### src/pkg/lpt_pkg.sv
// Purpose : Shared timing constants, types and helpers for the low-power
//           memory power-down sequencer and its timers.
// Assumes : Controller clock of 25 MHz; memory clock is that clock / 2.
// Notes   : Delays are kept in picoseconds plus a memory-clock count, except the
//           set-point and repair times, kept in ns, us or ms; cyc_f turns a pair into controller cycles.
package lpt_pkg;

   ////////////////////////////////////////////////////////////////////////////
   // Clocking
   localparam int CLK_PERIOD_PS = 40000;          // 25 MHz controller clock
   localparam int CK_DIV        = 2;              // Memory clock divider
   localparam int CK_PERIOD_PS  = CLK_PERIOD_PS * CK_DIV;
   localparam int SYNC_STAGES   = 2;              // Pin synchroniser depth
   localparam int TIMER_W       = 25;

   typedef logic [TIMER_W-1:0] lpt_count_t;

   // Mixed limit: both the analog time and the clock count must pass
   function automatic int cyc_f(input int ps, input int nck);
      int a;
      int b;
      a = (ps + CLK_PERIOD_PS - 1) / CLK_PERIOD_PS;
      b = nck * CK_DIV;
      if (b > a) a = b;
      if (a < 1) a = 1;
      return a;
   endfunction

   ////////////////////////////////////////////////////////////////////////////
   // Power-down and command spacing limits
   localparam int CKE_MIN_PS   = 7500;
   localparam int CKE_MIN_NCK  = 4;
   localparam int CMD_CKE_PS   = 1750;
   localparam int CMD_CKE_NCK  = 3;
   localparam int CK_HOLD_PS   = 5000;
   localparam int CK_HOLD_NCK  = 5;
   localparam int CK_SETUP_PS  = 1750;
   localparam int CK_SETUP_NCK = 3;
   localparam int XP_PS        = 7500;
   localparam int XP_NCK       = 5;
   localparam int CS_WAKE_PS   = 7500;
   localparam int CS_WAKE_NCK  = 5;
   localparam int MRW_HOLD_PS  = 14000;
   localparam int MRW_HOLD_NCK = 10;
   localparam int ZQ_HOLD_PS   = 1750;
   localparam int ZQ_HOLD_NCK  = 3;
   localparam int SDO_PS       = 20000;
   localparam int SDO_NCK      = 12;
   localparam int MPCWR_NCK    = 3;
   localparam int OSCO_PS      = 40000;
   localparam int OSCO_NCK     = 8;
   localparam int FC_SHORT_NS  = 200;
   localparam int FC_MIDDLE_NS = 200;
   localparam int FC_LONG_NS   = 250;
   localparam int FSPX_PS      = 7500;
   localparam int FSPX_NCK     = 4;
   localparam int ODTUP_PS     = 20000;
   localparam int ODTUP_NCK    = (ODTUP_PS + CK_PERIOD_PS - 1) / CK_PERIOD_PS;
   localparam int DES_NCK      = 2;               // Quiet slots after MPC
   localparam int PGM_MS       = 1000;
   localparam int PGM_EXIT_NS  = 15;
   localparam int PGM_PST_US   = 50;
   localparam int DERATE_RCD_PS   = 1875;
   localparam int DERATE_RC_PS    = 3750;
   localparam int DQSCK_DERATE_PS = 3600;
   localparam int HOT_LOW_C       = 85;
   localparam int HOT_HIGH_C      = 95;

   // Derived controller cycle counts
   localparam lpt_count_t CKE_MIN_CYC  =
      lpt_count_t'(cyc_f(CKE_MIN_PS, CKE_MIN_NCK));
   localparam lpt_count_t CMD_CKE_CYC  =
      lpt_count_t'(cyc_f(CMD_CKE_PS, CMD_CKE_NCK));
   localparam lpt_count_t CK_HOLD_CYC  =
      lpt_count_t'(cyc_f(CK_HOLD_PS, CK_HOLD_NCK));
   localparam lpt_count_t CK_SETUP_CYC =
      lpt_count_t'(cyc_f(CK_SETUP_PS, CK_SETUP_NCK));
   localparam lpt_count_t XP_CYC       = lpt_count_t'(cyc_f(XP_PS, XP_NCK));
   localparam lpt_count_t CS_WAKE_CYC  =
      lpt_count_t'(cyc_f(CS_WAKE_PS, CS_WAKE_NCK));
   localparam lpt_count_t MRW_HOLD_CYC =
      lpt_count_t'(cyc_f(MRW_HOLD_PS, MRW_HOLD_NCK));
   localparam lpt_count_t ZQ_HOLD_CYC  =
      lpt_count_t'(cyc_f(ZQ_HOLD_PS, ZQ_HOLD_NCK));
   localparam lpt_count_t SDO_CYC      = lpt_count_t'(cyc_f(SDO_PS, SDO_NCK));
   localparam lpt_count_t OSCO_CYC     =
      lpt_count_t'(cyc_f(OSCO_PS, OSCO_NCK));
   localparam lpt_count_t FC_SHORT_CYC =
      lpt_count_t'(cyc_f(FC_SHORT_NS * 1000, 0));
   localparam lpt_count_t FC_MIDDLE_CYC =
      lpt_count_t'(cyc_f(FC_MIDDLE_NS * 1000, 0));
   localparam lpt_count_t FC_LONG_CYC  =
      lpt_count_t'(cyc_f(FC_LONG_NS * 1000, 0));
   localparam lpt_count_t FSPX_CYC     =
      lpt_count_t'(cyc_f(FSPX_PS, FSPX_NCK));
   localparam lpt_count_t ODTUP_CYC    =
      lpt_count_t'(cyc_f(ODTUP_PS, ODTUP_NCK));
   localparam lpt_count_t DES_CYC      = lpt_count_t'(cyc_f(0, DES_NCK));
   localparam lpt_count_t MPCWR_CYC    = lpt_count_t'(cyc_f(0, MPCWR_NCK));
   localparam lpt_count_t PGM_EXIT_CYC =
      lpt_count_t'(cyc_f(PGM_EXIT_NS * 1000, 0));
   // Exact divisions at 40 ns, so no rounding is lost here
   localparam int PPR_PGM_CYC = PGM_MS * (1000000000 / CLK_PERIOD_PS);
   localparam lpt_count_t PGM_PST_CYC =
      lpt_count_t'(PGM_PST_US * (1000000 / CLK_PERIOD_PS));

   ////////////////////////////////////////////////////////////////////////////
   // Timer slots
   localparam int TM_CKE    = 0;
   localparam int TM_CMDCKE = 1;
   localparam int TM_HOLD   = 2;
   localparam int TM_SETUP  = 3;
   localparam int TM_GUARD  = 4;
   localparam int TM_WFIFO  = 5;
   localparam int TM_TRAIN  = 6;
   localparam int TM_N      = 7;

   ////////////////////////////////////////////////////////////////////////////
   // Types
   typedef enum logic [3:0] {
      OP_CMD, OP_MRW, OP_ZQ_START, OP_OSC_STOP, OP_WFIFO, OP_ODT_UPDATE,
      OP_FSP_SWITCH, OP_PPR, OP_TRAIN, OP_PD_ENTER, OP_PD_EXIT
   } lpt_op_e;

   typedef enum logic [1:0] {FSP_SHORT, FSP_MIDDLE, FSP_LONG} lpt_fsp_e;

   typedef enum logic [2:0] {
      ST_IDLE, ST_CMD2, ST_PD_HOLD, ST_SLEEP, ST_CLKUP
   } lpt_state_e;

   typedef struct packed {
      lpt_op_e    op;
      logic [5:0] ca_r1;
      logic [5:0] ca_r2;
      lpt_fsp_e   fsp;
   } lpt_req_s;

   typedef struct packed {
      logic       cke;
      logic       cs;
      logic [5:0] ca;
   } lpt_pins_s;

endpackage

### src/lpt_timer.sv
// Purpose : Loadable down-counter guarding one timing limit.
// Assumes : Load value already expressed in controller cycles.
// Notes   : DONE is high while the count is zero; a load of N makes DONE
//           return N edges later.
module lpt_timer (
   // Clock and reset
   input  wire logic             clk,
   input  wire logic             rst_n,
   // Load side
   input  wire logic             load,
   input  lpt_pkg::lpt_count_t   value,
   // Status
   output logic                  done
);

   lpt_pkg::lpt_count_t count;

   ////////////////////////////////////////////////////////////////////////////
   // Count down to zero and rest there
   always_ff @(posedge clk) begin
      if (!rst_n) begin
         count <= '0;
      end else if (load) begin
         count <= value;
      end else if (count != '0) begin
         count <= count - lpt_pkg::lpt_count_t'(1);
      end
   end

   assign done = (count == '0);

endmodule

### src/lpt_pd_ctrl.sv
// Purpose : Host-side sequencer that drives clock, clock enable, select and
//           command/address of a low-power memory through power-down entry
//           and exit and guards mode-transition command spacing.
// Assumes : Memory clock made here by dividing CLK by two; HOT and the
//           request port come from logic on CLK; DQS comes from the pin.
// Notes   : One request at a time; READY low while one is in flight.

//////////////////////////////////////////////////////////////////////////////
// Overview of operation
// - Hold clock enable high or low at least max(7.5 ns, 4 clocks).
// - Wait max(1.75 ns, 3 clocks) after a command before clock enable low.
// - Keep clock and select valid max(5 ns, 5 clocks) after enable low.
// - Run a valid clock max(1.75 ns, 3 clocks) before raising enable.
// - After wake wait max(7.5 ns, 5 clocks) before the next command.
// - Keep select valid max(7.5 ns, 5 clocks) after enable rises.
// - After a mode write, hold clock and select max(14 ns, 10 clocks).
// - After calibration start, hold clock and select max(1.75 ns, 3 clocks).
// - Every mixed limit waits for both its time and its clock count.
// - FIFO write waits wake delay plus row-to-column delay plus 3 clocks.
// - Oscillator count readout waits max(40 ns, 8 clocks) after stop.
// - Set-point switch takes 200 ns short or middle, 250 ns long.
// - After a set-point change, valid clock max(7.5 ns, 4) before command.
// - Data reference voltage gets the same settling as command reference.
// - Termination update waits 20 ns rounded up to whole clocks.
// - Repair allows 1000 ms program, 15 ns exit, 50 us new address.
// - Derating adds 1.875 ns to row delays, 3.75 ns to row cycle; only the row-to-column delay is derated here.
// - Derated values apply while hot, between 85 and 95 degrees.
module lpt_pd_ctrl #(
   parameter int PPR_PROGRAM_CYC = lpt_pkg::PPR_PGM_CYC,
   parameter int TRCD_PS         = 18000
) (
   // Clock and reset
   input  wire logic               CLK,
   input  wire logic               RST_N,
   // Request port
   input  wire logic               REQ,
   input  wire lpt_pkg::lpt_req_s  REQ_DATA,
   input  wire logic               HOT,
   output logic                    READY,
   output logic                    ACK,
   output logic                    ERR,
   // Status
   output logic                    POWERED_DOWN,
   output logic                    TRAIN_FAIL,
   // Memory pins
   output logic                    CK,
   output lpt_pkg::lpt_pins_s      PINS,
   input  wire logic               DQS
);

   // Row-to-column delay in cycles, plain and derated
   localparam lpt_pkg::lpt_count_t RCD_CYC =
      lpt_pkg::lpt_count_t'(lpt_pkg::cyc_f(TRCD_PS, 0));
   localparam lpt_pkg::lpt_count_t RCD_HOT_CYC =
      lpt_pkg::lpt_count_t'(lpt_pkg::cyc_f(TRCD_PS +
                                           lpt_pkg::DERATE_RCD_PS, 0));

   lpt_pkg::lpt_state_e  state;
   lpt_pkg::lpt_req_s    preq;
   logic                 pend;
   logic                 ck_run;
   logic                 last_mrw;
   logic                 last_zq;
   logic                 train_active;
   logic                 dqs_meta;
   logic                 dqs_sync;
   logic                 tick;
   logic                 go_cmd1;
   logic                 go_cmd2;
   logic                 go_pd_low;
   logic                 go_stop;
   logic                 go_clk_up;
   logic                 go_wake;
   logic                 go_bad;
   logic                 finish;
   logic [lpt_pkg::TM_N-1:0] tm_load;
   logic [lpt_pkg::TM_N-1:0] tm_done;
   lpt_pkg::lpt_count_t  tm_val [lpt_pkg::TM_N];
   lpt_pkg::lpt_count_t  hold_cyc;

   ////////////////////////////////////////////////////////////////////////////
   // Decoding helpers

   // Ops that put a two-slot command on the bus
   function automatic logic is_cmd_f(input lpt_pkg::lpt_op_e op);
      return (op != lpt_pkg::OP_PD_ENTER) && (op != lpt_pkg::OP_PD_EXIT);
   endfunction

   // Quiet time that must follow a command before the next one
   function automatic lpt_pkg::lpt_count_t guard_f(
      input lpt_pkg::lpt_op_e  op,
      input lpt_pkg::lpt_fsp_e fsp
   );
      lpt_pkg::lpt_count_t g;
      g = lpt_pkg::lpt_count_t'(1);
      case (op)
         lpt_pkg::OP_ZQ_START: g = lpt_pkg::DES_CYC;
         lpt_pkg::OP_OSC_STOP: g = lpt_pkg::OSCO_CYC;
         lpt_pkg::OP_ODT_UPDATE: g = lpt_pkg::ODTUP_CYC;
         lpt_pkg::OP_FSP_SWITCH: begin
            // Long wait also covers data reference settling
            case (fsp)
               lpt_pkg::FSP_LONG: g = lpt_pkg::FC_LONG_CYC;
               lpt_pkg::FSP_MIDDLE: g = lpt_pkg::FC_MIDDLE_CYC;
               default: g = lpt_pkg::FC_SHORT_CYC;
            endcase
            g = g + lpt_pkg::FSPX_CYC;
         end
         lpt_pkg::OP_PPR: begin
            // Program, exit and address setting run back to back
            g = lpt_pkg::lpt_count_t'(PPR_PROGRAM_CYC) +
                lpt_pkg::PGM_EXIT_CYC + lpt_pkg::PGM_PST_CYC;
         end
         default: g = lpt_pkg::lpt_count_t'(1);
      endcase
      return g;
   endfunction

   ////////////////////////////////////////////////////////////////////////////
   // Strobe pin synchroniser
   always_ff @(posedge CLK) begin
      if (!RST_N) begin
         dqs_meta <= 1'b0;
         dqs_sync <= 1'b0;
      end else begin
         dqs_meta <= DQS;
         dqs_sync <= dqs_meta;
      end
   end

   ////////////////////////////////////////////////////////////////////////////
   // Memory clock divider; stops low only, so no runt pulse reaches the pin
   always_ff @(posedge CLK) begin
      if (!RST_N) begin
         CK <= 1'b0;
      end else if (ck_run) begin
         CK <= ~CK;
      end else begin
         CK <= 1'b0;
      end
   end

   // Bus changes happen as CK falls, so each slot is stable at its rise
   assign tick = ck_run & CK;

   ////////////////////////////////////////////////////////////////////////////
   // Per-limit timers
   generate
      for (genvar i = 0; i < lpt_pkg::TM_N; i++) begin : g_tm
         lpt_timer u_tm (
            .clk   (CLK),
            .rst_n (RST_N),
            .load  (tm_load[i]),
            .value (tm_val[i]),
            .done  (tm_done[i])
         );
      end
   endgenerate

   ////////////////////////////////////////////////////////////////////////////
   // Step conditions of the sequencer
   always_comb begin
      go_cmd1   = pend && state == lpt_pkg::ST_IDLE && tick &&
                  tm_done[lpt_pkg::TM_GUARD] && is_cmd_f(preq.op) &&
                  (preq.op != lpt_pkg::OP_WFIFO ||
                   tm_done[lpt_pkg::TM_WFIFO]);
      go_pd_low = pend && state == lpt_pkg::ST_IDLE && tick &&
                  preq.op == lpt_pkg::OP_PD_ENTER &&
                  tm_done[lpt_pkg::TM_GUARD] &&
                  tm_done[lpt_pkg::TM_CKE] &&
                  tm_done[lpt_pkg::TM_CMDCKE];
      go_cmd2   = state == lpt_pkg::ST_CMD2 && tick;
      go_stop   = state == lpt_pkg::ST_PD_HOLD && tick &&
                  tm_done[lpt_pkg::TM_HOLD];
      go_clk_up = pend && state == lpt_pkg::ST_SLEEP &&
                  preq.op == lpt_pkg::OP_PD_EXIT &&
                  tm_done[lpt_pkg::TM_CKE];
      go_wake   = state == lpt_pkg::ST_CLKUP && tick &&
                  tm_done[lpt_pkg::TM_SETUP];
      go_bad    = pend &&
                  ((state == lpt_pkg::ST_IDLE &&
                    preq.op == lpt_pkg::OP_PD_EXIT) ||
                   (state == lpt_pkg::ST_SLEEP &&
                    preq.op != lpt_pkg::OP_PD_EXIT));
      finish    = go_cmd2 | go_stop | go_wake | go_bad;
   end

   // Hold after enable low depends on the last command
   always_comb begin
      hold_cyc = lpt_pkg::CK_HOLD_CYC;
      if (last_mrw && lpt_pkg::MRW_HOLD_CYC > hold_cyc) begin
         hold_cyc = lpt_pkg::MRW_HOLD_CYC;
      end
      if (last_zq && lpt_pkg::ZQ_HOLD_CYC > hold_cyc) begin
         hold_cyc = lpt_pkg::ZQ_HOLD_CYC;
      end
   end

   ////////////////////////////////////////////////////////////////////////////
   // Timer loads; each value already waits for the later of ns and clocks
   always_comb begin
      tm_load = '0;
      for (int i = 0; i < lpt_pkg::TM_N; i++) begin
         tm_val[i] = '0;
      end
      tm_load[lpt_pkg::TM_CKE]   = go_pd_low | go_wake;
      tm_val[lpt_pkg::TM_CKE]    = lpt_pkg::CKE_MIN_CYC;
      tm_load[lpt_pkg::TM_CMDCKE] = go_cmd2;
      tm_val[lpt_pkg::TM_CMDCKE]  = lpt_pkg::CMD_CKE_CYC;
      tm_load[lpt_pkg::TM_HOLD]  = go_pd_low;
      tm_val[lpt_pkg::TM_HOLD]   = hold_cyc;
      tm_load[lpt_pkg::TM_SETUP] = go_clk_up;
      tm_val[lpt_pkg::TM_SETUP]  = lpt_pkg::CK_SETUP_CYC;
      tm_load[lpt_pkg::TM_GUARD] = go_cmd2 | go_wake;
      if (go_wake) begin
         // Select stays deselected until both wake limits pass
         tm_val[lpt_pkg::TM_GUARD] =
            (lpt_pkg::XP_CYC > lpt_pkg::CS_WAKE_CYC) ?
            lpt_pkg::XP_CYC : lpt_pkg::CS_WAKE_CYC;
      end else begin
         tm_val[lpt_pkg::TM_GUARD] = guard_f(preq.op, preq.fsp);
      end
      // Derated row delay is used while the part runs hot
      tm_load[lpt_pkg::TM_WFIFO] = go_wake;
      tm_val[lpt_pkg::TM_WFIFO]  = lpt_pkg::XP_CYC +
                                   (HOT ? RCD_HOT_CYC : RCD_CYC) +
                                   lpt_pkg::MPCWR_CYC;
      // Allow for the synchroniser delay on the strobe
      tm_load[lpt_pkg::TM_TRAIN] = go_cmd2 &&
                                   preq.op == lpt_pkg::OP_TRAIN;
      tm_val[lpt_pkg::TM_TRAIN]  = lpt_pkg::SDO_CYC +
                                   lpt_pkg::lpt_count_t'(lpt_pkg::SYNC_STAGES);
   end

   ////////////////////////////////////////////////////////////////////////////
   // Request holding register
   always_ff @(posedge CLK) begin
      if (!RST_N) begin
         pend  <= 1'b0;
         READY <= 1'b1;
         preq  <= '0;
      end else if (REQ && READY) begin
         pend  <= 1'b1;
         READY <= 1'b0;
         preq  <= REQ_DATA;
      end else if (finish) begin
         pend  <= 1'b0;
         READY <= 1'b1;
      end
   end

   ////////////////////////////////////////////////////////////////////////////
   // Completion pulses
   always_ff @(posedge CLK) begin
      if (!RST_N) begin
         ACK <= 1'b0;
         ERR <= 1'b0;
      end else begin
         ACK <= finish;
         ERR <= go_bad;   // Exit while awake or command while asleep
      end
   end

   ////////////////////////////////////////////////////////////////////////////
   // Sequencer state
   always_ff @(posedge CLK) begin
      if (!RST_N) begin
         state <= lpt_pkg::ST_IDLE;
      end else begin
         case (state)
            lpt_pkg::ST_IDLE: begin
               if (go_cmd1) begin
                  state <= lpt_pkg::ST_CMD2;
               end else if (go_pd_low) begin
                  state <= lpt_pkg::ST_PD_HOLD;
               end
            end
            lpt_pkg::ST_CMD2: begin
               if (go_cmd2) state <= lpt_pkg::ST_IDLE;
            end
            lpt_pkg::ST_PD_HOLD: begin
               if (go_stop) state <= lpt_pkg::ST_SLEEP;
            end
            lpt_pkg::ST_SLEEP: begin
               if (go_clk_up) state <= lpt_pkg::ST_CLKUP;
            end
            lpt_pkg::ST_CLKUP: begin
               if (go_wake) state <= lpt_pkg::ST_IDLE;
            end
            default: state <= lpt_pkg::ST_IDLE;
         endcase
      end
   end

   ////////////////////////////////////////////////////////////////////////////
   // Clock gating: stop after the hold, restart on an exit request
   always_ff @(posedge CLK) begin
      if (!RST_N) begin
         ck_run <= 1'b1;
      end else if (go_stop) begin
         ck_run <= 1'b0;
      end else if (go_clk_up) begin
         ck_run <= 1'b1;
      end
   end

   ////////////////////////////////////////////////////////////////////////////
   // Memory pins and power-down status
   always_ff @(posedge CLK) begin
      if (!RST_N) begin
         PINS         <= '{cke: 1'b1, cs: 1'b0, ca: 6'h00};
         POWERED_DOWN <= 1'b0;
      end else begin
         if (go_cmd1) begin
            PINS.cs <= 1'b1;
            PINS.ca <= preq.ca_r1;
         end else if (go_cmd2) begin
            PINS.cs <= 1'b0;
            PINS.ca <= preq.ca_r2;
         end
         if (go_pd_low) begin
            PINS.cke     <= 1'b0;
            POWERED_DOWN <= 1'b1;
         end else if (go_wake) begin
            PINS.cke     <= 1'b1;
            POWERED_DOWN <= 1'b0;
         end
      end
   end

   ////////////////////////////////////////////////////////////////////////////
   // Last command kind, for the hold length at power-down entry
   always_ff @(posedge CLK) begin
      if (!RST_N) begin
         last_mrw <= 1'b0;
         last_zq  <= 1'b0;
      end else if (go_cmd2) begin
         last_mrw <= preq.op == lpt_pkg::OP_MRW ||
                     preq.op == lpt_pkg::OP_TRAIN ||
                     preq.op == lpt_pkg::OP_FSP_SWITCH;
         last_zq  <= preq.op == lpt_pkg::OP_ZQ_START;
      end
   end

   ////////////////////////////////////////////////////////////////////////////
   // Training check: the strobe must show up before the deadline
   always_ff @(posedge CLK) begin
      if (!RST_N) begin
         train_active <= 1'b0;
         TRAIN_FAIL   <= 1'b0;
      end else if (tm_load[lpt_pkg::TM_TRAIN]) begin
         train_active <= 1'b1;
         TRAIN_FAIL   <= 1'b0;
      end else if (train_active && dqs_sync) begin
         train_active <= 1'b0;
      end else if (train_active && tm_done[lpt_pkg::TM_TRAIN]) begin
         train_active <= 1'b0;
         TRAIN_FAIL   <= 1'b1;
      end
   end

endmodule

### config.mk
export PLATFORM = sky130hd
export DESIGN_NAME = lpt_pd_ctrl
export DESIGN_NICKNAME = d
export VERILOG_FILES = /design/src/pkg/lpt_pkg.sv /design/src/lpt_timer.sv /design/src/lpt_pd_ctrl.sv
export SDC_FILE = /design/constraint.sdc
export NUM_CORES = 1
export LEC_CHECK = 0
export BUFFER_PORTS_ARGS = -buffer_cell sky130_fd_sc_hd__buf_2
export CAP_MARGIN = 0
export CELL_PAD_IN_SITES_DETAIL_PLACEMENT = 0
export CELL_PAD_IN_SITES_GLOBAL_PLACEMENT = 1
export CORE_MARGIN = 4
export CORE_UTILIZATION = 51
export DETAILED_ROUTE_END_ITERATION = 16
export GPL_TIMING_DRIVEN = 1
export PLACE_DENSITY = 0.93
export SLEW_MARGIN = 0
export SYNTH_ARGS = -nofsm -noshare
export SYNTH_HDL_FRONTEND = slang
export SYNTH_SLANG_ARGS = --single-unit
### constraint.sdc
create_clock -name CLK -period 4.85 [get_ports CLK]
set_clock_uncertainty 0.1 [all_clocks]
set_input_delay 0.2425 -clock CLK [delete_from_list [all_inputs] [get_ports CLK]]
set_output_delay 0.2425 -clock CLK [all_outputs]
set_load 0.05 [all_outputs]
==> out/qor.yml <==
die:
  rows: 50
  core_sq_um: 19000
  die_area_sq_um: 21800
  ios: 37
  dieWidth_microns: 148
  die_h_microns: 148
  initial_core_util_pct: 52.5
cells_and_area:
  drive_above_1_share_pct: 6.87
  fin_area_sq_um: 11100
  syn_to_final_growth_pct: 12.1
  final_cells: 1497
  fin_nets: 1257
  post-route-util_pct: 58.8
  n_antenna_cell: 0
drt:
  wirelength_mm: 21.4
  drt_iter0_markers: 407
  viasPerCell: 5.51
  drc: 0
  wl_per_cell_microns: 14.3
  vias: 8246
  drt-pass1-iter-count: 6
  final_antenna_net_count: 0
placement:
  gp_congestion: 0.809
  place_area_sq_um: 10300
  dp_cells: 1437
  hpwl_mm: 13.9
  portBuffers: 35
logic_synthesis:
  yosysTopAreaCell: "dfxtp_1"
  synth_nets: 1223
  avgSynthCellArea_sq_um: 8.38
  synth-compound-area-share_pct: 9.63
  synth-async-reset-ratio_pct: 0
  ys_ff_latch: 216
  yosysTopAreaCellShare_pct: 43.5
  synthAdderAreaFrac_pct: 1.64
  ys.flop_type: "dfxtp_1"
  ys_seq_area_share_pct: 43.5
  yosys-top-cells-area: "dfxtp_1 (43%), xnor2_1 (7.0%), nor2_1 (6.9%)"
  syn_area_sq_um: 9940
  ys_types: 60
  synth_top_family_by_area: "simple AND/OR/NAND/NOR gates"
  synth_edf_count: 0
  post_synth_and_or_nand_nor_area_fraction_pct: 30.7
  yosysWarnings: 0
  yosys.area_share.xor_xnor_pct: 11.3
  postSynthCellCount: 1187
  synthMuxAreaShare_pct: 0.503
run:
  drv_cap: 0
global_routing:
  grt_use_total_pct: 19.5
  grt_max_degree: 44
  grt_pass1_wl_mm: 36.7
  grt_antenna_before_repair: 0
  overflow: 0
  grt_pass1_vias: 7881
pwr:
  irDropWorstVdd_mv: 0.437
  p_per_area_nw_per_um2: 733
  power_mw: 8.17
  p_leak_nw: 4.27
sta:
  period_share_pct: 69.2
  tightest_slew_ps: 1100
  hold_viol_final: 0
  layout_min_cycle_time_ps: 3360
  rsz0062_at_grt: "false"
  final-setup-viol-count: 0
  finalSetupTns_ps: 0
  drv_slew: 0
  max_freq_mhz: 298
  relSlewSlack_pct: 26.0
setup_path:
  ff2ff_path_depth: 6
  rr_startpoint: "g_tm[3].u_tm.count[18]"
  start_kind: "flip-flop"
  path_max_fanout: 29
  cp_slowest_cell: "nand2_1"
  path_cells: "nor4_1, and4b_1, nand4_1, buf_4, nand2_1, nor2_1"
  required_ps: 5090
  r2r_setup_slack_ps: 1490
  timing.rr.end: "g_tm[5].u_tm.count[10]"
  worst-path-buf-inv: 1
  crit_path_end_kind: "flip-flop"
  path_class: "flip-flop to flip-flop"
  cp_slowest_stage_delay_ps: 730
  path_delay_family: "simple AND/OR/NAND/NOR gates"
  critPathArrivalTime_ps: 3600
cts:
  clock-sinks: 216
  clock_latency_ps: 510
  clk_pin_slew_worst_paths_ps: 60
  cts.htree.levels: 1
  cts-root-buf: "clkbuf_16"
  post_cts_resized: 0
  post_cts_buffers: 0
  cts_tree: "done"
  clockBufferDepth: 3
  ctsHoldBuffers: 19
  cts_buffers: 23
worst_hold_path:
  min_from: "RST_N"
  whs_path_depth: 2
  min_to: "PINS[7]"
  hold_path_class: "input pin to flip-flop"
run_status:
  outcome: "finished, final reports clean"
## metal layers
metal  track usage (%)  vias up  share of wire [%]  wire length [microns]
li1                  -     4243                  -                      -
met1              26.2     3814                 47                  10100
met2              32.4      143                 47                   9960
met3              2.82       46                3.6                    780
met4              6.10        0                2.7                    570
met5                 0        -                  0                      0
## stage by stage
stage                     hold WS (ps)  setup slack [ps]
final                             47.7              1490
after global routing              52.2              1060
after CTS                         38.1              1480
after detailed placement           322              1510
after global placement             317              1550
after floorplan                    270              2300
## cell usage after synthesis (5+ instances only)
cell type  instances
nor3_1            47
o21ai_0           31
nor3b_1            8
ha_1              13
xnor2_1           79
inv_1             21
nand3_1           28
or4_1             32
xor2_1            49
o31ai_1            9
a211oi_1           5
nand3b_1           6
mux2i_1            5
nand4b_1          10
or3_1             36
nand2_1          111
nor2_1           183
clkbuf_1          35
a311oi_1           6
buf_2             10
nand4_1           19
and2_1             9
a21oi_1           83
dfxtp_1          216
nor4_1            46
nor2b_1            9
nand2b_1          14
## sequential cells by signal, summed over array words and instances, names as in the netlist, 3 cells and up
register / cells
state: 3
preq: 18
g_tm.u_tm.count: 175
PINS: 8
## how the worst max path moves through the flow
stage                           start                endpoint  slack (ps)  cells after the start
2_1_floorplan  g_tm[0].u_tm.count[16]  g_tm[2].u_tm.count[11]        2300                      8
3_3_place_gp   g_tm[3].u_tm.count[18]   g_tm[5].u_tm.count[1]        1550                      6
3_5_place_dp   g_tm[3].u_tm.count[18]   g_tm[5].u_tm.count[5]        1510                      6
4_1_cts        g_tm[3].u_tm.count[18]   g_tm[5].u_tm.count[5]        1480                      6
5_1_grt        g_tm[3].u_tm.count[18]  g_tm[5].u_tm.count[19]        1060                      6
6_report       g_tm[3].u_tm.count[18]  g_tm[5].u_tm.count[10]        1490                      6
## report_power, final
part | leakage (nW) | switching, mW | internal [mW]
logic | 2.17 | 2.13 | 1.61
registers | 1.77 | 0.511 | 2.33
clock network | 0.329 | 0.680 | 0.908
total | 4.27 | 3.32 | 4.84
## placed cells by master, fill, tap and decap left out, drive strengths merged, types with 10 or more instances in the layout
cell type / instances
dfxtp: 216
nor2: 183
nand2: 111
a21oi: 83
xnor2: 79
xor2: 49
nor3: 49
nor4: 47
buf: 38
or3: 36
o21ai: 35
clkbuf: 35
or4: 34
nand3: 29
inv: 21
nand4: 20
dlygate4sd3: 19
nand2b: 14
ha: 13
nand4b: 10
## cell type report
cell class / count / area [sq um]
clock inverter: 6 / 32.5
multi-input combinational: 901 / 5350
inverter: 22 / 82.6
sequential: 216 / 4320
clock buffer: 35 / 641
tap: 260 / 325
fill: 1703 / 7810
timing repair buffer: 57 / 388
## kinds of logic (layout without fill, tap and decap cells)
| logic type | Yosys count | in the layout |
|---|---|---|
| buf+inv | 70 | 120 |
| fa+ha+maj | 13 | 13 |
| compound gates | 164 | 164 |
| mux | 5 | 5 |
| simple gates | 591 | 591 |
| flops | 216 | 216 |
| xor+xnor | 128 | 128 |
(Power assumes the default switching activity.)
